File: src/rtl/gp_pkg.sv
// Purpose: Shared constants and types for the genset operator panel.
// Assumes: 100 MHz system clock, one-second housekeeping tick.
// Notes: Register offsets are byte addresses on the AHB-Lite slave.
package gp_pkg;
  // Clock and timer figures
  localparam int GP_CLK_PERIOD_NS = 10;
  localparam int GP_TICK_PERIOD_MS = 1000;
  localparam int GP_TICK_CYCLES = GP_TICK_PERIOD_MS * 1000000 / GP_CLK_PERIOD_NS;
  localparam logic [4:0] GP_BROWSE_TIMEOUT_S = 5'h1E;
  localparam logic [2:0] GP_ALT_PERIOD_S = 3'h5;
  // Fault history depth and code width
  localparam logic [3:0] GP_HIST_DEPTH = 4'hA;
  localparam int GP_CODE_W = 16;
  // Voltage trim, in volts
  localparam logic [9:0] GP_NOM_480 = 10'h1E0;
  localparam logic [9:0] GP_NOM_240 = 10'h0F0;
  localparam int GP_TRIM_UP_PCT = 5;
  localparam int GP_TRIM_DN_PCT = 15;
  localparam logic [9:0] GP_MAX_480 = 10'(GP_NOM_480 * (100 + GP_TRIM_UP_PCT) / 100);
  localparam logic [9:0] GP_MIN_480 = 10'(GP_NOM_480 * (100 - GP_TRIM_DN_PCT) / 100);
  localparam logic [9:0] GP_MAX_240 = 10'(GP_NOM_240 * (100 + GP_TRIM_UP_PCT) / 100);
  localparam logic [9:0] GP_MIN_240 = 10'(GP_NOM_240 * (100 - GP_TRIM_DN_PCT) / 100);
  localparam logic [9:0] GP_TRIM_STEP_V = 10'h001;
  // Register map
  localparam logic [7:0] GP_CTRL_OFS = 8'h00;
  localparam logic [7:0] GP_STAT_OFS = 8'h04;
  localparam logic [7:0] GP_TRIM_OFS = 8'h08;
  localparam logic [7:0] GP_HIST_OFS = 8'h0C;
  localparam logic [31:0] GP_CTRL_RST = 32'h0000_0000;
  localparam int GP_CTRL_NOM240_BIT = 0;
  localparam int GP_CTRL_PRE_LSB = 8;
  localparam int GP_CTRL_START_LSB = 16;
  localparam int GP_CTRL_STOP_LSB = 24;
  // Operating modes and display messages
  typedef enum logic [1:0] {GP_OFF, GP_MANUAL, GP_AUTO} gp_mode_t;
  typedef enum logic [3:0] {
    GP_MSG_ESTAB, GP_MSG_REESTAB, GP_MSG_STATUS, GP_MSG_RUN_ENG, GP_MSG_RUN_PWR,
    GP_MSG_IDLE, GP_MSG_STOP_ENG, GP_MSG_STOP_PWR, GP_MSG_STOP_FLT, GP_MSG_FAULT,
    GP_MSG_HIST
  } gp_msg_t;
endpackage

File: src/rtl/gp_mem_if.sv
// Purpose: Carrier between panel logic and its fault history memory.
// Assumes: Single clock, one write and one registered read port.
// Notes: Read data lags the address by one clock.
`timescale 1ns/1ps
`default_nettype none
interface gp_mem_if;
  logic wr_en;
  logic [3:0] wr_addr;
  logic [15:0] wr_data;
  logic [3:0] rd_addr;
  logic [15:0] rd_data;
  modport ctl (output wr_en, output wr_addr, output wr_data, output rd_addr, input rd_data);
  modport mem (input wr_en, input wr_addr, input wr_data, input rd_addr, output rd_data);
endinterface
`default_nettype wire

File: src/rtl/gp_fault_mem.sv
// Purpose: Ten-entry store of shutdown fault codes.
// Assumes: Addresses stay below the depth; the caller wraps them.
// Notes: Contents are not reset, only the read register is.
`timescale 1ns/1ps
`default_nettype none
module gp_fault_mem
  import gp_pkg::*;
(
  input wire logic clk,
  input wire logic rst,
  gp_mem_if.mem m
);
  logic [GP_CODE_W-1:0] store_mem [GP_HIST_DEPTH];

  // Write port
  always_ff @(posedge clk) begin
    if (m.wr_en) begin
      store_mem[m.wr_addr] <= m.wr_data;
    end
  end

  // Registered read keeps the output glitch free
  always_ff @(posedge clk) begin
    if (rst) begin
      m.rd_data <= 16'h0000;
    end else begin
      m.rd_data <= store_mem[m.rd_addr];
    end
  end
endmodule
`default_nettype wire

File: src/rtl/gp_panel.sv
// Purpose: Operator panel supervisor: modes, lamps, messages, history, trim.
// Assumes: Buttons are debounced outside; pins are asynchronous to clk.
// Notes: AHB-Lite slave answers with zero wait states, always OKAY.
// What this block does
// - Running lamp only at rated speed and voltage, off in warm-up, cool-down.
// - Shutdown lamp lights on shutdown condition; no start honoured while lit.
// - Shutdown lamp clears only on reset press after condition is gone.
// - Warning lamp follows warning condition directly, no acknowledge.
// - Remote lamp lit while a remote run request arrives.
// - Auto lamp lit exactly while mode is auto.
// - Stop in manual run shuts down skipping time-delay stop.
// - Manual run ignores all remote start requests.
// - Start press enters manual run and requests a start.
// - Auto press enters auto; remote contact then governs running.
// - Stop press requests shutdown, resets faults, returns to off.
// - History presses show newest fault, then older, wrapping over the stored count.
// - Thirty idle seconds while browsing return display to home screens.
// - Plus and minus presses move voltage setpoint by one volt.
// - Trim saturates at plus five, minus fifteen percent of nominal.
// - Establishing message at power-up until link exists, then status.
// - Running display alternates engine and power pages every five seconds.
// - Run/idle selector picks idle speed; idle shows idling message.
// - Stopped display alternates engine page with power or fault page.
// - Link loss shows re-establishing message; recovery restores prior message.
// - Shutdown faults stay until acknowledged and cleared; re-detection re-announces.
// - Mode selection works during establishing or re-establishing messages.
// - Off refuses starts and shuts down a running set.
// - Auto remote start waits preheat and start delays; removal waits stop delay.
`timescale 1ns/1ps
`default_nettype none
module gp_panel
  import gp_pkg::*;
#(
  parameter int TICK_CYCLES = GP_TICK_CYCLES
) (
  input wire logic clk,
  input wire logic rst,
  input wire logic btn_start,
  input wire logic btn_auto,
  input wire logic btn_stop,
  input wire logic btn_hist,
  input wire logic btn_plus,
  input wire logic btn_minus,
  input wire logic sel_idle,
  input wire logic remote_run,
  input wire logic link_up,
  input wire logic set_running,
  input wire logic at_rated,
  input wire logic warm_cool,
  input wire logic shut_cond,
  input wire logic warn_cond,
  input wire logic [15:0] fault_code,
  input wire logic hsel,
  input wire logic [31:0] haddr,
  input wire logic [1:0] htrans,
  input wire logic hwrite,
  input wire logic [2:0] hsize,
  input wire logic hready,
  input wire logic [31:0] hwdata,
  output logic [31:0] hrdata,
  output logic hreadyout,
  output logic hresp,
  output logic lamp_run,
  output logic lamp_shutdown,
  output logic lamp_warning,
  output logic lamp_remote,
  output logic lamp_auto,
  output logic lamp_manual,
  output logic run_req,
  output logic stop_fast,
  output logic fault_reset,
  output logic idle_req,
  output logic [9:0] volt_set,
  output logic [3:0] disp_msg,
  output logic [15:0] hist_code
);
  localparam int PIN_W = 30;
  localparam logic [26:0] TICK_LAST = 27'(TICK_CYCLES - 1);

  // Clamp a trim step into the window for the chosen nominal
  function automatic logic [9:0] trim_clamp(input logic [10:0] v, input logic n240);
    logic [9:0] hi;
    logic [9:0] lo;
    hi = n240 ? GP_MAX_240 : GP_MAX_480;
    lo = n240 ? GP_MIN_240 : GP_MIN_480;
    if (v > {1'b0, hi}) begin
      trim_clamp = hi;
    end else if (v < {1'b0, lo}) begin
      trim_clamp = lo;
    end else begin
      trim_clamp = v[9:0];
    end
  endfunction

  // Age of a history slot, newest at zero, mapped to a memory address
  function automatic logic [3:0] hist_addr(input logic [3:0] ptr, input logic [3:0] age);
    logic [4:0] a;
    a = {1'b0, ptr} + {1'b0, GP_HIST_DEPTH} - 5'h01 - {1'b0, age};
    if (a >= {1'b0, GP_HIST_DEPTH}) begin
      a = a - {1'b0, GP_HIST_DEPTH};
    end
    hist_addr = a[3:0];
  endfunction

  gp_mem_if mif ();
  gp_fault_mem u_mem (.clk(clk), .rst(rst), .m(mif.mem));

  // Two-stage synchronisers for every pin
  logic [PIN_W-1:0] pin_raw;
  logic [PIN_W-1:0] sync1_reg;
  logic [PIN_W-1:0] sync2_reg;
  assign pin_raw = {fault_code, warn_cond, shut_cond, warm_cool, at_rated, set_running,
                    link_up, remote_run, sel_idle, btn_minus, btn_plus, btn_hist,
                    btn_stop, btn_auto, btn_start};
  genvar gi;
  generate
    for (gi = 0; gi < PIN_W; gi++) begin : g_sync
      always_ff @(posedge clk) begin
        if (rst) begin
          sync1_reg[gi] <= 1'b0;
          sync2_reg[gi] <= 1'b0;
        end else begin
          sync1_reg[gi] <= pin_raw[gi];
          sync2_reg[gi] <= sync1_reg[gi];
        end
      end
    end
  endgenerate

  logic remote_s, link_s, running_s, rated_s, warm_s, shut_s, warn_s, idle_s;
  logic [15:0] code_s;
  assign idle_s = sync2_reg[6];
  assign remote_s = sync2_reg[7];
  assign link_s = sync2_reg[8];
  assign running_s = sync2_reg[9];
  assign rated_s = sync2_reg[10];
  assign warm_s = sync2_reg[11];
  assign shut_s = sync2_reg[12];
  assign warn_s = sync2_reg[13];
  assign code_s = sync2_reg[29:14];

  // Press edges, plus shutdown condition edge for re-announcement
  logic [5:0] btn_prev_reg;
  logic shut_prev_reg;
  logic [5:0] press;
  logic shut_rise;
  always_ff @(posedge clk) begin
    if (rst) begin
      btn_prev_reg <= 6'h00;
      shut_prev_reg <= 1'b0;
    end else begin
      btn_prev_reg <= sync2_reg[5:0];
      shut_prev_reg <= shut_s;
    end
  end
  assign press = sync2_reg[5:0] & ~btn_prev_reg;
  assign shut_rise = shut_s & ~shut_prev_reg;
  logic p_start, p_auto, p_stop, p_hist, p_plus, p_minus, any_key;
  assign p_start = press[0];
  assign p_auto = press[1];
  assign p_stop = press[2];
  assign p_hist = press[3];
  assign p_plus = press[4];
  assign p_minus = press[5];
  assign any_key = |press;

  logic [26:0] tick_cnt_reg;
  logic tick_reg;
  always_ff @(posedge clk) begin
    if (rst) begin
      tick_cnt_reg <= 27'h0000000;
      tick_reg <= 1'b0;
    end else begin
      tick_reg <= (tick_cnt_reg == TICK_LAST);
      tick_cnt_reg <= (tick_cnt_reg == TICK_LAST) ? 27'h0000000 : tick_cnt_reg + 27'h0000001;
    end
  end

  // Control register written over the bus
  logic [31:0] ctrl_reg;
  logic nom240;
  logic [7:0] pre_dly, start_dly, stop_dly;
  logic [8:0] start_tgt;
  assign nom240 = ctrl_reg[GP_CTRL_NOM240_BIT];
  assign pre_dly = ctrl_reg[GP_CTRL_PRE_LSB +: 8];
  assign start_dly = ctrl_reg[GP_CTRL_START_LSB +: 8];
  assign stop_dly = ctrl_reg[GP_CTRL_STOP_LSB +: 8];
  assign start_tgt = {1'b0, pre_dly} + {1'b0, start_dly};

  // Mode selection, stop wins over start, start over auto
  gp_mode_t mode_reg;
  gp_mode_t mode_next;
  always_comb begin
    mode_next = mode_reg;
    // mode keys never wait for the link
    if (p_stop) begin
      mode_next = GP_OFF;
    end else if (p_start) begin
      mode_next = GP_MANUAL;
    end else if (p_auto) begin
      mode_next = GP_AUTO;
    end
  end
  // mode lamps share the mode update so they never lag
  always_ff @(posedge clk) begin
    if (rst) begin
      mode_reg <= GP_OFF;
      lamp_auto <= 1'b0;
      lamp_manual <= 1'b0;
    end else begin
      mode_reg <= mode_next;
      lamp_auto <= (mode_next == GP_AUTO);
      lamp_manual <= (mode_next == GP_MANUAL);
    end
  end

  // Shutdown lamp and fault acknowledgement
  logic flt_unack_reg;
  always_ff @(posedge clk) begin
    if (rst) begin
      lamp_shutdown <= 1'b0;
      flt_unack_reg <= 1'b0;
      fault_reset <= 1'b0;
    end else begin
      fault_reset <= p_stop;
      // a reset press cannot clear a live condition
      if (shut_s) begin
        lamp_shutdown <= 1'b1;
      end else if (p_stop) begin
        lamp_shutdown <= 1'b0;
      end
      // fresh detection wins over the acknowledge
      if (shut_rise) begin
        flt_unack_reg <= 1'b1;
      end else if (p_stop) begin
        flt_unack_reg <= 1'b0;
      end
    end
  end

  // Run request sequencing with start and stop delays in seconds
  logic [8:0] dly_cnt_reg;
  logic auto_want;
  assign auto_want = remote_s;
  always_ff @(posedge clk) begin
    if (rst) begin
      run_req <= 1'b0;
      stop_fast <= 1'b0;
      dly_cnt_reg <= 9'h000;
    end else if (lamp_shutdown || p_stop || mode_reg == GP_OFF) begin
      // no start while shutdown lamp lit
      run_req <= 1'b0;
      dly_cnt_reg <= 9'h000;
      // manual stop skips the time-delay stop
      if (p_stop) begin
        stop_fast <= 1'b1;
      end
    end else if (mode_reg == GP_MANUAL) begin
      // remote input not consulted in manual
      // manual run keeps the start request up
      run_req <= 1'b1;
      stop_fast <= 1'b0;
      dly_cnt_reg <= 9'h000;
    end else begin
      stop_fast <= 1'b0;
      // delays before starting and before stopping
      if (auto_want == run_req) begin
        dly_cnt_reg <= 9'h000;
      end else if (!run_req && dly_cnt_reg >= start_tgt) begin
        run_req <= 1'b1;
        dly_cnt_reg <= 9'h000;
      end else if (run_req && dly_cnt_reg >= {1'b0, stop_dly}) begin
        run_req <= 1'b0;
        dly_cnt_reg <= 9'h000;
      end else if (tick_reg) begin
        dly_cnt_reg <= dly_cnt_reg + 9'h001;
      end
    end
  end

  // Status lamps and idle request from synchronised inputs
  always_ff @(posedge clk) begin
    if (rst) begin
      lamp_run <= 1'b0;
      lamp_warning <= 1'b0;
      lamp_remote <= 1'b0;
      idle_req <= 1'b0;
    end else begin
      // rated and not in warm-up or cool-down
      lamp_run <= running_s & rated_s & ~warm_s;
      lamp_warning <= warn_s;
      lamp_remote <= remote_s;
      idle_req <= idle_s;
    end
  end

  // Fault log: each new shutdown stores its code
  logic [3:0] wr_ptr_reg;
  logic [3:0] hist_cnt_reg;
  always_ff @(posedge clk) begin
    if (rst) begin
      wr_ptr_reg <= 4'h0;
      hist_cnt_reg <= 4'h0;
    end else if (shut_rise) begin
      wr_ptr_reg <= (wr_ptr_reg == GP_HIST_DEPTH - 4'h1) ? 4'h0 : wr_ptr_reg + 4'h1;
      if (hist_cnt_reg != GP_HIST_DEPTH) begin
        hist_cnt_reg <= hist_cnt_reg + 4'h1;
      end
    end
  end

  // History browsing and its idle timeout, paused while the link is down
  logic browse_reg;
  logic [3:0] hist_age_reg;
  logic [4:0] idle_cnt_reg;
  always_ff @(posedge clk) begin
    if (rst) begin
      browse_reg <= 1'b0;
      hist_age_reg <= 4'h0;
      idle_cnt_reg <= 5'h00;
    end else begin
      if (any_key) begin
        idle_cnt_reg <= 5'h00;
      end else if (browse_reg && link_s && tick_reg) begin
        idle_cnt_reg <= idle_cnt_reg + 5'h01;
      end
      // newest first, then older, wrapping over the stored count
      if (p_hist) begin
        browse_reg <= 1'b1;
        if (!browse_reg || hist_age_reg + 4'h1 >= hist_cnt_reg) begin
          hist_age_reg <= 4'h0;
        end else begin
          hist_age_reg <= hist_age_reg + 4'h1;
        end
      end else if (browse_reg && idle_cnt_reg == GP_BROWSE_TIMEOUT_S - 5'h01 && tick_reg
                   && link_s && !any_key) begin
        browse_reg <= 1'b0;
      end
    end
  end
  assign mif.wr_en = shut_rise;
  assign mif.wr_addr = wr_ptr_reg;
  assign mif.wr_data = code_s;
  assign mif.rd_addr = hist_addr(wr_ptr_reg, hist_age_reg);
  assign hist_code = mif.rd_data;

  // Voltage trim: new nominal reloads the setpoint
  logic nom_prev_reg;
  always_ff @(posedge clk) begin
    if (rst) begin
      volt_set <= GP_NOM_480;
      nom_prev_reg <= 1'b0;
    end else begin
      nom_prev_reg <= nom240;
      if (nom240 != nom_prev_reg) begin
        volt_set <= nom240 ? GP_NOM_240 : GP_NOM_480;
      end else if (p_plus && !p_minus) begin
        volt_set <= trim_clamp({1'b0, volt_set} + {1'b0, GP_TRIM_STEP_V}, nom240);
      end else if (p_minus && !p_plus) begin
        volt_set <= trim_clamp({1'b0, volt_set} - {1'b0, GP_TRIM_STEP_V}, nom240);
      end
    end
  end

  // Page alternation and power-up status; frozen while link is down
  logic [2:0] alt_cnt_reg;
  logic alt_page_reg;
  logic link_seen_reg;
  logic first_up_reg;
  logic last_flt_reg;
  logic run_prev_reg;
  always_ff @(posedge clk) begin
    if (rst) begin
      alt_cnt_reg <= 3'h0;
      alt_page_reg <= 1'b0;
      link_seen_reg <= 1'b0;
      first_up_reg <= 1'b1;
      last_flt_reg <= 1'b0;
      run_prev_reg <= 1'b0;
    end else begin
      run_prev_reg <= running_s;
      if (link_s) begin
        link_seen_reg <= 1'b1;
      end
      if (run_prev_reg && !running_s) begin
        last_flt_reg <= lamp_shutdown | shut_s;
      end
      if (link_s && tick_reg) begin
        if (alt_cnt_reg == GP_ALT_PERIOD_S - 3'h1) begin
          alt_cnt_reg <= 3'h0;
          alt_page_reg <= ~alt_page_reg;
          first_up_reg <= 1'b0;
        end else begin
          alt_cnt_reg <= alt_cnt_reg + 3'h1;
        end
      end
    end
  end

  // Message selection
  gp_msg_t main_msg;
  always_comb begin
    if (browse_reg) begin
      main_msg = GP_MSG_HIST;
    end else if (flt_unack_reg || shut_s) begin
      main_msg = GP_MSG_FAULT;
    end else if (idle_s) begin
      main_msg = GP_MSG_IDLE;
    end else if (first_up_reg) begin
      main_msg = GP_MSG_STATUS;
    end else if (running_s) begin
      main_msg = alt_page_reg ? GP_MSG_RUN_PWR : GP_MSG_RUN_ENG;
    end else if (!alt_page_reg) begin
      main_msg = GP_MSG_STOP_ENG;
    end else begin
      main_msg = last_flt_reg ? GP_MSG_STOP_FLT : GP_MSG_STOP_PWR;
    end
  end
  always_ff @(posedge clk) begin
    if (rst) begin
      disp_msg <= GP_MSG_ESTAB;
    end else if (!link_s) begin
      disp_msg <= link_seen_reg ? GP_MSG_REESTAB : GP_MSG_ESTAB;
    end else begin
      disp_msg <= main_msg;
    end
  end

  // AHB-Lite slave, zero wait states
  logic wr_pend_reg;
  logic [7:0] wr_ofs_reg;
  logic acc;
  assign acc = hsel & hready & htrans[1];
  always_ff @(posedge clk) begin
    if (rst) begin
      wr_pend_reg <= 1'b0;
      wr_ofs_reg <= 8'h00;
      ctrl_reg <= GP_CTRL_RST;
      hrdata <= 32'h0000_0000;
      hreadyout <= 1'b1;
      hresp <= 1'b0;
    end else begin
      wr_pend_reg <= acc & hwrite;
      wr_ofs_reg <= haddr[7:0];
      if (wr_pend_reg && wr_ofs_reg == GP_CTRL_OFS) begin
        ctrl_reg <= hwdata;
      end
      if (acc && !hwrite) begin
        case (haddr[7:0])
          GP_CTRL_OFS: hrdata <= ctrl_reg;
          GP_STAT_OFS: hrdata <= {12'h000, hist_cnt_reg, 2'h0, stop_fast, run_req, disp_msg,
                                  lamp_manual, lamp_auto, lamp_remote, lamp_warning,
                                  lamp_shutdown, lamp_run, mode_reg};
          GP_TRIM_OFS: hrdata <= {22'h000000, volt_set};
          GP_HIST_OFS: hrdata <= {16'h0000, hist_code};
          default: hrdata <= 32'h0000_0000;
        endcase
      end
    end
  end

  // Checks
  run_lamp_a: assert property (@(posedge clk) disable iff (rst)
    lamp_run |-> $past(running_s & rated_s & ~warm_s)) else $error("run lamp wrong");
  shut_start_a: assert property (@(posedge clk) disable iff (rst)
    lamp_shutdown |=> !run_req) else $error("start while shutdown lamp lit");
  shut_clear_a: assert property (@(posedge clk) disable iff (rst)
    $fell(lamp_shutdown) |-> $past(p_stop & ~shut_s)) else $error("bad lamp clear");
  warn_follow_a: assert property (@(posedge clk) disable iff (rst)
    ##1 lamp_warning == $past(warn_s)) else $error("warning lamp lag");
  auto_lamp_a: assert property (@(posedge clk) disable iff (rst)
    lamp_auto == (mode_reg == GP_AUTO)) else $error("auto lamp mismatch");
  manual_stop_a: assert property (@(posedge clk) disable iff (rst)
    (p_stop && mode_reg == GP_MANUAL) |=> (stop_fast && !run_req)) else $error("stop slow");
  trim_window_a: assert property (@(posedge clk) disable iff (rst)
    (nom240 == nom_prev_reg) |-> (nom240 ? (volt_set <= GP_MAX_240 && volt_set >= GP_MIN_240)
    : (volt_set <= GP_MAX_480 && volt_set >= GP_MIN_480))) else $error("trim out of range");
  browse_to_a: assert property (@(posedge clk) disable iff (rst)
    browse_reg |-> idle_cnt_reg < GP_BROWSE_TIMEOUT_S) else $error("browse timeout missed");
  comm_msg_a: assert property (@(posedge clk) disable iff (rst)
    !link_s |=> (disp_msg == GP_MSG_ESTAB || disp_msg == GP_MSG_REESTAB))
    else $error("no comm message");
  hist_wrap_a: assert property (@(posedge clk) disable iff (rst)
    hist_age_reg < GP_HIST_DEPTH) else $error("history index past depth");
  alt_swap_a: assert property (@(posedge clk) disable iff (rst)
    $changed(alt_page_reg) |-> $past(tick_reg && alt_cnt_reg == 3'h4))
    else $error("page swap off period");
endmodule
`default_nettype wire

File: config.mk
export PLATFORM = sky130hd
export DESIGN_NAME = gp_panel
export DESIGN_NICKNAME = d
export VERILOG_FILES = /design/src/rtl/gp_pkg.sv /design/src/rtl/gp_mem_if.sv /design/src/rtl/gp_fault_mem.sv /design/src/rtl/gp_panel.sv
export SDC_FILE = /design/constraint.sdc
export NUM_CORES = 1
export LEC_CHECK = 0
export CORE_MARGIN = 1.5
export CORE_UTILIZATION = 60
export DETAILED_ROUTE_END_ITERATION = 12
export DONT_BUFFER_PORTS = 1
export GPL_ROUTABILITY_DRIVEN = 0
export GPL_TIMING_DRIVEN = 0
export PLACE_DENSITY = 0.73
export SLEW_MARGIN = 30
export SYNTH_ARGS = -nofsm -noshare
export SYNTH_HDL_FRONTEND = slang
export SYNTH_HIERARCHICAL = 1
export SYNTH_SLANG_ARGS = --single-unit
File: constraint.sdc
create_clock -name clk -period 5.4 [get_ports clk]
set_clock_uncertainty 0.05 [all_clocks]
set_input_delay 0 -clock clk [delete_from_list [all_inputs] [get_ports clk]]
set_output_delay 0 -clock clk [all_outputs]
set_load 0.005 [all_outputs]
## After elaboration in Yosys (flattened, before gate mapping)

Memories as Yosys holds them, arrays and structs flattened. A register that Yosys moved wholly into a read port is not among the register bits.
Cells that the tools add are included.

| word-level totals | value |
|---|---|
| register bits | 231 |
| memory bits (writable) | 160 |
| memories | 1 |
| input bits | 104 |
| logic and storage cells | 226 |
| output and inout port bits | 74 |

Memories:

| name | depth | bits a word | read ports | clocked after Yosys merged registers in | write ports | RTL line | RTL |
|---|---|---|---|---|---|---|---|
| u_mem.store_mem | 10 | 16 | 1 | 1 | 1 | gp_fault_mem.sv:13 | `logic [GP_CODE_W-1:0] store_mem [GP_HIST_DEPTH];` |

| operators by class | value |
|---|---|
| equality and inequality tests | 14 |
| multiplexer cells | 39 |
| reductions and logical operators | 42 |
| bitwise logic cells | 13 |
| add/sub/neg operators | 14 |
| magnitude comparators | 8 |

Operator list:

| cell | number |
|---|---|
| $pmux 32 s4 | 1 |
| $mux 10 | 7 |
| $mux 4 | 11 |
| $add 27x1->27 const B | 1 |
| $eq 27x27->1 const B | 1 |
| $mux 9 | 3 |
| $eq 8x4->1 const B | 2 |
| $logic_not 8->1 | 2 |
| $logic_and 1x1->1 | 14 |
| $add 4x1->4 const B | 3 |
| $mux 1 | 12 |
| $reduce_or 6->1 | 2 |
| $add 10x1->11 const B | 1 |
| $gt 11x10->1 | 1 |
| $gt 11x9->1 | 1 |
| $lt 11x10->1 | 1 |
| $lt 11x9->1 | 1 |
| $sub 10x1->11 const B | 1 |
| $add 8x8->9 | 1 |
| $add 9x1->9 const B | 1 |
| $ge 9x8->1 | 1 |
| $ge 9x9->1 | 1 |
| $eq 8x3->1 const B | 1 |
| $logic_not 1->1 | 7 |
| other kinds (31) | 53 |

## Logic depth before layout (Yosys ltp)

Gate-level depths: netlist of run 1.

| logic depth | value |
|---|---|
| depth in word-level cells | 8 |
| mapped depth | 16 |

## By module

Netlist of run 1, hierarchy kept.

By module, submodules not included:

| module | cells each | sequential area each (um2) | area an instance (um2) | instances |
|---|---|---|---|---|
| gp_panel | 1146 | 4624.4 | 10442.5 | 1 |
| gp_fault_mem | 361 | 5124.9 | 6666.4 | 1 |

## Worst setup path after synthesis of run 1

OpenSTA, ideal clock, no wires.

| timing | value |
|---|---|
| path type | flip-flop to flip-flop |
| start point | reg volt_set[0] |
| end point | reg volt_set[8] |
| clock period less this slack | 3462 ps |
| cell stages (with the launch flop) | 15 |
| setup slack | 1938 ps |
| buffers on the path | 1 |
| arrival | 3280 ps |
| cell sequence | dfxtp_1 -> buf_2 -> inv_1 -> ha_1 -> or4b_4 -> nor4_1 -> xnor2_1 -> ha_1 -> or2b_1 -> mux2i_1 -> a311oi_4 -> or4b_4 -> nand2b_2 -> a211o_2 -> o211ai_2 |

| between the ends | value |
|---|---|
| cells in the longest elaborated chain, start to end | 7 |
| elaborated cells on any way between the ends | 13 |
| classes of those cells | 2 x add/sub; 4 x order compare; 7 x mux |

RTL lines:

| element | RTL line | RTL |
|---|---|---|
| start, declared | gp_panel.sv:73 | `output logic [9:0] volt_set,` |
| start signal, assigned | gp_panel.sv:356 | `volt_set <= nom240 ? GP_NOM_240 : GP_NOM_480;` |
| start signal, assigned | gp_panel.sv:358 | `volt_set <= trim_clamp({1'b0, volt_set} + {1'b0, GP_TRIM_STEP_V}, nom240);` |
| start signal, assigned | gp_panel.sv:360 | `volt_set <= trim_clamp({1'b0, volt_set} - {1'b0, GP_TRIM_STEP_V}, nom240);` |
| $sub 10x1->11 | gp_panel.sv:360 |  |
| $lt 11x9->1 | gp_panel.sv:88 | `end else if (v < {1'b0, lo}) begin` |
| $mux 10 | gp_panel.sv:88 |  |
| $mux 10 | gp_panel.sv:86 | `if (v > {1'b0, hi}) begin` |
| $mux 10 | gp_panel.sv:359 | `end else if (p_minus && !p_plus) begin` |
| $mux 10 (*) | gp_panel.sv:357 | `end else if (p_plus && !p_minus) begin` |
| $mux 10 (*) | gp_panel.sv:355 | `if (nom240 != nom_prev_reg) begin` |

Every way passes the cells marked *; elsewhere a longest branch is shown, timed or not. The select of a mux whose other input is x is not followed.
A chain may end at the register's enable or synchronous reset.

## Worst setup path in the final report of run 1

| timing | value |
|---|---|
| start point | reg wr_ptr_reg[1] (netlist: mif.wr_addr[1]) |
| end point | reg u_mem.m.rd_data[4] (read register of u_mem.store_mem) |

| between the ends | value |
|---|---|
| cells in the longest elaborated chain, start to end | 5 |
| elaborated cells on any way between the ends | 6 |
| classes of those cells | 4 x add/sub; 1 x order compare; 1 x mux |

RTL lines:

| element | RTL line | RTL |
|---|---|---|
| start, declared | gp_panel.sv:298 | `logic [3:0] wr_ptr_reg;` |
| start signal, assigned | gp_panel.sv:305 | `wr_ptr_reg <= (wr_ptr_reg == GP_HIST_DEPTH - 4'h1) ? 4'h0 : wr_ptr_reg + 4'h1;` |
| $add 4x4->5 (*) | gp_panel.sv:98 | `a = {1'b0, ptr} + {1'b0, GP_HIST_DEPTH} - 5'h01 - {1'b0, age};` |
| $sub 5x1->5 (*) | gp_panel.sv:98 |  |
| $sub 5x4->5 (*) | gp_panel.sv:98 |  |
| $sub 4x4->4 or $ge 5x4->1 (tied branches) | gp_panel.sv:100, gp_panel.sv:99 |  |
| $mux 4 (*) | gp_panel.sv:99 | `if (a >= {1'b0, GP_HIST_DEPTH}) begin` |
| net mif.rd_addr[1] | gp_mem_if.sv:10 | `logic [3:0] rd_addr;` |
| end, declared | gp_mem_if.sv:13 | `modport mem (input wr_en, input wr_addr, input wr_data, input rd_addr, output rd_data);` |

Mark *: on every way through the listed nets, which the timed path passes. The rest lies on a longest branch.

==> results of run 1 <==
## layout make-up
cell class	count	area, um^2
Multi-Input combinational cell	967	6765
Clock buffer	60	1200
Buffer	81	466.7
Timing Repair Buffer	81	797.0
Fill cell	2008	8107
Sequential cell	407	9749
Tap cell	378	473.0
Clock inverter	16	181.4
Inverter	52	195.2
## cell families after synthesis
| family | count (synthesis) | share of synthesized area (%) |
|---|---|---|
| adders and majority gates | 59 | 4.403 |
| buffers and inverters | 133 | 3.869 |
| xor gates and xnor gates | 67 | 3.430 |
| muxes | 106 | 6.991 |
| DFF | 407 | 56.98 |
| AOI/OAI and AO/OA | 245 | 9.624 |
| and+or+nand+nor | 488 | 14.66 |
| other | 2 | 0.04390 |
## through the flow
stage / worst slack (ns) / total power (W) / util (%)
final: 1.106 / 0.006838 / 70.98
after global routing: 0.8442 / 0.007052 / 70.98
after CTS: 1.098 / 0.006856 / 70.98
after detailed placement: 1.141 / 0.004001 / 63.42
after global placement: 1.226 / 0.003984 / 62.94
after floorplan: 1.938 / 0.003823 / -
## cell usage after synthesis, types with 5 or more instances
cell type	n
mux4_2	9
o21ai_0	25
nor2b_1	93
inv_1	50
nand2_1	104
and3_1	7
nand4_1	17
nor4_1	19
a21oi_1	78
or3_1	6
or2_2	5
nand3b_1	5
a211oi_1	19
a22oi_1	68
xnor2_1	42
and2_1	6
buf_6	8
nor2_1	132
nand2b_1	16
edfxtp_1	160
dfxtp_1	247
ha_1	57
nand3_1	33
nor3_1	17
a21o_1	12
xor2_1	25
mux2i_1	91
buf_2	9
clkbuf_1	52
## worst max-delay path: stages, from the launching register on
cell,delay (ns)
dfxtp_1,0.59
inv_1,0.10
ha_1,0.29
inv_1,0.04
ha_1,0.21
fa_1,0.47
or3_1,0.38
a21oi_1,0.14
nor2_1,0.08
xnor2_1,0.27
nor2b_1,0.09
clkbuf_1,0.26
buf_2,0.31
a22oi_1,0.24
a21oi_1,0.12
a211oi_1,0.50
## final timing paths
check                           depth (start not counted)                        start                       endpoint  slack [ns]
worst min-delay path                                    4                       hwrite         hrdata[0]$_SDFFE_PP0P_        0.06
worst min register to register                          1            warm_s$_SDFF_PP0_            lamp_run$_SDFF_PP0_        0.33
worst max register to register                         15  mif.wr_addr[1]$_SDFFE_PP0P_  u_mem/m.rd_data[4]$_SDFF_PP0_        1.11
worst max-delay path                                   15  mif.wr_addr[1]$_SDFFE_PP0P_  u_mem/m.rd_data[4]$_SDFF_PP0_        1.11
## report_power, final
| group | total [W] | internal, W | switching, W |
|---|---|---|---|
| Clock | 0.00284 | 0.00166 | 0.00118 |
| Sequential | 0.00331 | 0.00324 | 0.0000671 |
| Combinational | 0.000683 | 0.000290 | 0.000392 |
| Total | 0.00684 | 0.00519 | 0.00164 |
## layout by cell type (no fill, tap or decap), types with 5 or more instances in the layout
| master | count |
|---|---|
| a211oi_1 | 19 |
| a21o_1 | 12 |
| a21oi_1 | 78 |
| a22oi_1 | 68 |
| and2_1 | 6 |
| and3_1 | 7 |
| buf_2 | 9 |
| buf_4 | 10 |
| buf_6 | 9 |
| clkbuf_1 | 63 |
| clkbuf_16 | 43 |
| clkbuf_8 | 6 |
| clkinv_2 | 7 |
| dfxtp_1 | 247 |
| dlygate4sd3_1 | 73 |
| edfxtp_1 | 160 |
| ha_1 | 57 |
| inv_1 | 50 |
| mux2i_1 | 91 |
| mux4_2 | 9 |
| nand2_1 | 104 |
| nand2b_1 | 16 |
| nand3_1 | 33 |
| nand3b_1 | 5 |
| nand4_1 | 17 |
| nor2_1 | 125 |
| nor2_4 | 7 |
| nor2b_1 | 93 |
| nor3_1 | 14 |
| nor4_1 | 19 |
| o21ai_0 | 25 |
| or2_2 | 5 |
| or3_1 | 6 |
| xnor2_1 | 42 |
| xor2_1 | 25 |
## layer usage
layer / global-route usage [%] / vias to the layer above
met5: 0 / -
met4: 11.38 / 0
met3: 5.356 / 130
met2: 48.92 / 487
met1: 34.07 / 5709
li1: - / 5621
==> impl_metrics.ini, run 1 <==
[synth]
synth_nets = 1670
ys_async_sr_fraction_pct = 0
synth.cell_area_um2 = 17110
yosysWarnings = 6
synth-seq-area-share_pct = 56.98
synth.area.top_cells = dfxtp_1 (29%), edfxtp_1 (28%), mux2i_1 (5.3%)
syn_inst = 1507
yosysUniqueCellTypes = 87
yosys.area.top_type = dfxtp_1
synth-seq-cells = 407
synth-edff-count = 160
syn_avg_cell_area_um2 = 11.35
synthFlopType = dfxtp_1
netlist.area_leader.share_pct = 28.90

[layout]
num-nets-final = 1794
final_area_um2 = 19830
drive_above_1_share_pct = 8.654
area_delta_synth_final_pct = 15.89
largest_reg_flops = 160
fin_cells = 2042
antenna_cells_inserted = 0

[sta]
fin_setup_tns_ns = 0
worstMarginPinSlew_ns = 1.034
period_share_pct = 79.52
rsz0062_at_grt = false
drv_slew = 0
slew_headroom_pct = 31.07
setup_violations = 0
fmax_mhz = 232.9
hold_viol = 0
whs_ns = 0.06338
min_period_ns = 4.294

[drt]
num_vias = 11950
drtAntennaViolNets = 0
highest_layer = met4
viasPerCell = 5.851
wire_per_inst_um = 20.44
routed_wl_um = 41730
wl_met3_um = 3039
drc = 0
first_iter_violations = 1098
dr.pass1.iters = 6
wl_met1_um = 16760
routed-wl-met2_um = 20330

[critical_path]
start_kind = register
crit_path_end_kind = register
worstPathMaxFanout = 12
cp.required_ns = 5.74
crit_type = register to register
arrival_ns = 4.63

[clock_tree]
cts.hold.buffers_added = 73
cts.sinks = 407
cts_buffer_depth = 3
clk_latency_ns = 0.55
cts_inserted_buffers = 41
cts_resized = 0
cts_root_buf = clkbuf_16
cts_tree = done
cts_setup_buffers = 0
cts_max_level = 2
clk_pin_slew_worst_paths_ns = 0.06

[die]
die_height_um = 171.9
die_area_um2 = 29540
core-area_um2 = 27930
die_w_um = 171.9
start_util_pct = 61.25
fp-row-count = 61
ios = 178

[grt]
grt_pass1_wl_um = 62560
grt_pass1_vias = 11520
grt_max_degree = 17
gr-total-overflow = 0
grtUsageTotal_pct = 27.99
antenna_found_initial = 1

[placement]
placed_area_um2 = 17720
port_buffers = 0
dp_hpwl_um = 28030
placed_cells = 1893

[min_path]
hold_path_class = input port to register

[pwr]
p_per_area_nw_per_um2 = 344.9
ir_worst_vdd_mv = 0.3005
cellLeakagePower_nw = 7.533

[run_status]
outcome = finished clean

[job]
drv_cap = 0
Power figures use the tool's default switching activity.
==> run 2, diff against run 1 <==
==> constraint.sdc (replaced) <==
create_clock -name clk -period 4.19 [get_ports clk]
set_clock_uncertainty 0.05 [all_clocks]
set_input_delay 0 -clock clk [delete_from_list [all_inputs] [get_ports clk]]
set_output_delay 0 -clock clk [all_outputs]
set_load 0.005 [all_outputs]
==> run 2 against run 1 <==
  * Setup slack worse by 1.0 ns
  * Sequential share of layout area about the same
  * Count of clock-buffer cells in the layout unchanged
  * Global-route usage about the same
  * First-iteration DRC count down 0.73%
  * Flip-flop and latch count unchanged
  * Worst hold slack worse by 0.0030 ns
  * Design area up 0.11%
  * Sequential power up 29%
  * Core utilization up 0.076 points
  * Register-to-register slack worse by 1.0 ns
  * Die area unchanged
==> impl_metrics.ini, run 2 (same netlist as run 1, synthesis figures left out) <==
[drt]
viasPerCell = 5.847
drc = 0
drtAntennaViolNets = 0
num_vias = 11940
wire_per_inst_um = 20.38
dr.pass1.iters = 7
routed_wl_um = 41620
first_iter_violations = 1090

[pwr]
cellLeakagePower_nw = 7.544
internal_power_w = 0.006695
power.switching_w = 0.002121
switching_share_pct = 24.06
pwr-share-seq_pct = 48.4
combinationalPowerShare_pct = 10.0
ir_worst_vdd_mv = 0.3872
clockPowerShare_pct = 41.6
p_per_area_nw_per_um2 = 444.2

[critical_path]
crit_path_cell_trace = inv_1 > ha_1 > inv_1 > ha_1 > fa_1 > or3_1 > a21oi_1 > nor2_1 > mux2i_1 > nor2b_1 > clkbuf_2 > buf_2 > a22oi_1 > a21oi_1 > a211oi_1
r2r_slack_ns = 0.11
r2r-end = u_mem/m.rd_data[2]$_SDFF_PP0_
slowest_stage = a211oi_1
crit_buf_inv = 4
cp.required_ns = 4.52
crit_type = register to register
crit_path_end_kind = register
arrival_ns = 4.41
worstPathMaxFanout = 12
r2r-start = mif.wr_addr[1]$_SDFFE_PP0P_
r2r_cells = 15
slowest_delay_ns = 0.55
critical-path-top-delay-family = compound AO/OA/AOI/OAI gates
start_kind = register

[die]
ios = 178
die_w_um = 171.9
fp-row-count = 61
core-area_um2 = 27930
start_util_pct = 61.25
die_height_um = 171.9
die_area_um2 = 29540

[sta]
slew_headroom_pct = 34.44
period_share_pct = 97.46
whs_ns = 0.06042
rsz0062_at_grt = false
timing.final.ws_setup_ns = 0.1065
worstMarginPinSlew_ns = 0.9834
hold_viol = 0
drv_slew = 0
fmax_mhz = 244.9
min_period_ns = 4.084
setup_violations = 0

[min_path]
worstHoldEndpoint = hrdata[0]$_SDFFE_PP0P_
hold_path_class = input port to register
min_from = hwrite
hold_depth = 4

[grt]
grtUsageTotal_pct = 28.01
grt_pass1_wl_um = 62580
grt_pass1_vias = 11520
gr-total-overflow = 0
grt_max_degree = 17
antenna_found_initial = 1

[clock_tree]
cts.sinks = 407
cts_buffer_depth = 3
clk_pin_slew_worst_paths_ns = 0.06
cts_inserted_buffers = 41
cts_max_level = 2
clk_latency_ns = 0.55
cts_root_buf = clkbuf_16
cts_tree = done
cts_setup_buffers = 0

[layout]
largest_reg_flops = 160
area_delta_synth_final_pct = 16.02
fin_cells = 2042
num-nets-final = 1794
finish.utilization_pct = 71.06
final_common_cell = dfxtp_1
layout_common_cells = dfxtp_1 (246), edfxtp_1 (160), nor2_1 (124), nand2_1 (104), nor2b_1 (93)
drive_above_1_share_pct = 9.075
antenna_cells_inserted = 0

[placement]
post-place-ws_ns = -0.06926
dp_hpwl_um = 28030
placed_cells = 1893
port_buffers = 0

[run_status]
outcome = finished clean

[job]
drv_cap = 0
-- run 2: how the worst max path moves through the flow --
stage / from / to / slack, ns / depth (start not counted)
finish: mif.wr_addr[1]$_SDFFE_PP0P_ / u_mem/m.rd_data[2]$_SDFF_PP0_ / 0.11 / 15
global route: mif.wr_addr[1]$_SDFFE_PP0P_ / u_mem/m.rd_data[5]$_SDFF_PP0_ / 0.009 / 15
CTS: mif.wr_addr[1]$_SDFFE_PP0P_ / u_mem/m.rd_data[8]$_SDFF_PP0_ / 0.04 / 15
detailed placement: mif.wr_addr[1]$_SDFFE_PP0P_ / u_mem/m.rd_data[4]$_SDFF_PP0_ / -0.07 / 15
global placement: shut_s$_SDFF_PP0_ / u_mem/store_mem[0][10]$_DFFE_PP_ / 0.02 / 4
floorplan: volt_set[0]$_SDFFE_PP0P_ / volt_set[8]$_SDFFE_PP1P_ / 0.73 / 14
-- run 2: final cells by class --
| class | instances | area [um^2] |
|---|---|---|
| plain buffers | 81 | 469.2 |
| repair buffers | 81 | 797.0 |
| fillers | 2003 | 8085 |
| multi-input cells | 967 | 6783 |
| flip-flops and latches | 407 | 9751 |
| clock buffers | 60 | 1200 |
| inverters | 52 | 195.2 |
| clock inverters | 16 | 181.4 |
| well taps | 378 | 473.0 |
-- run 2: per-layer routing --
| metal | GRT usage, % | routed length (um) |
|---|---|---|
| met4 | 11.38 | 1588 |
| met3 | 5.356 | 3030 |
| met2 | 48.95 | 20270 |
| met1 | 34.10 | 16730 |
| met5 | 0 | 0 |
-- run 2: timing repair --
action,in CTS,in global routing
endpoints found under the setup margin,3,14
hold buffers,73,0
resized for setup,3,5
gates cloned,0,0
endpoints found under the hold margin,94,0
-- run 2: through the flow --
step | power, W | TNS [ns] | area [um^2]
2_1_floorplan | 0.004926 | 0 | 17110
3_3_place_gp | 0.005135 | 0 | 17580
3_5_place_dp | 0.005157 | -0.06926 | 17720
4_1_cts | 0.008838 | 0 | 19840
5_1_grt | 0.009092 | 0 | 19850
6_report | 0.008816 | 0 | 19850
-- run 2: power by group through the flow --
stage	logic [W]	registers [W]	clock network [W]
2_1_floorplan	0.000612	0.00431	0
3_3_place_gp	0.000787	0.00435	0
3_5_place_dp	0.000805	0.00435	0
4_1_cts	0.000867	0.00427	0.00371
5_1_grt	0.000951	0.00427	0.00387
6_report	0.000885	0.00427	0.00366
-- run 2: worst reg2reg max path: cells and delay by family, from the launching register on --
family                   cells  cell delay [ns]
AO/OA/AOI/OAI                4             0.98
adder cells (fa/ha/maj)      3             0.96
buffers and inverters        4             0.62
AND/OR/NAND/NOR              3             0.56
flip-flops                   1             0.46
multiplexers                 1             0.30
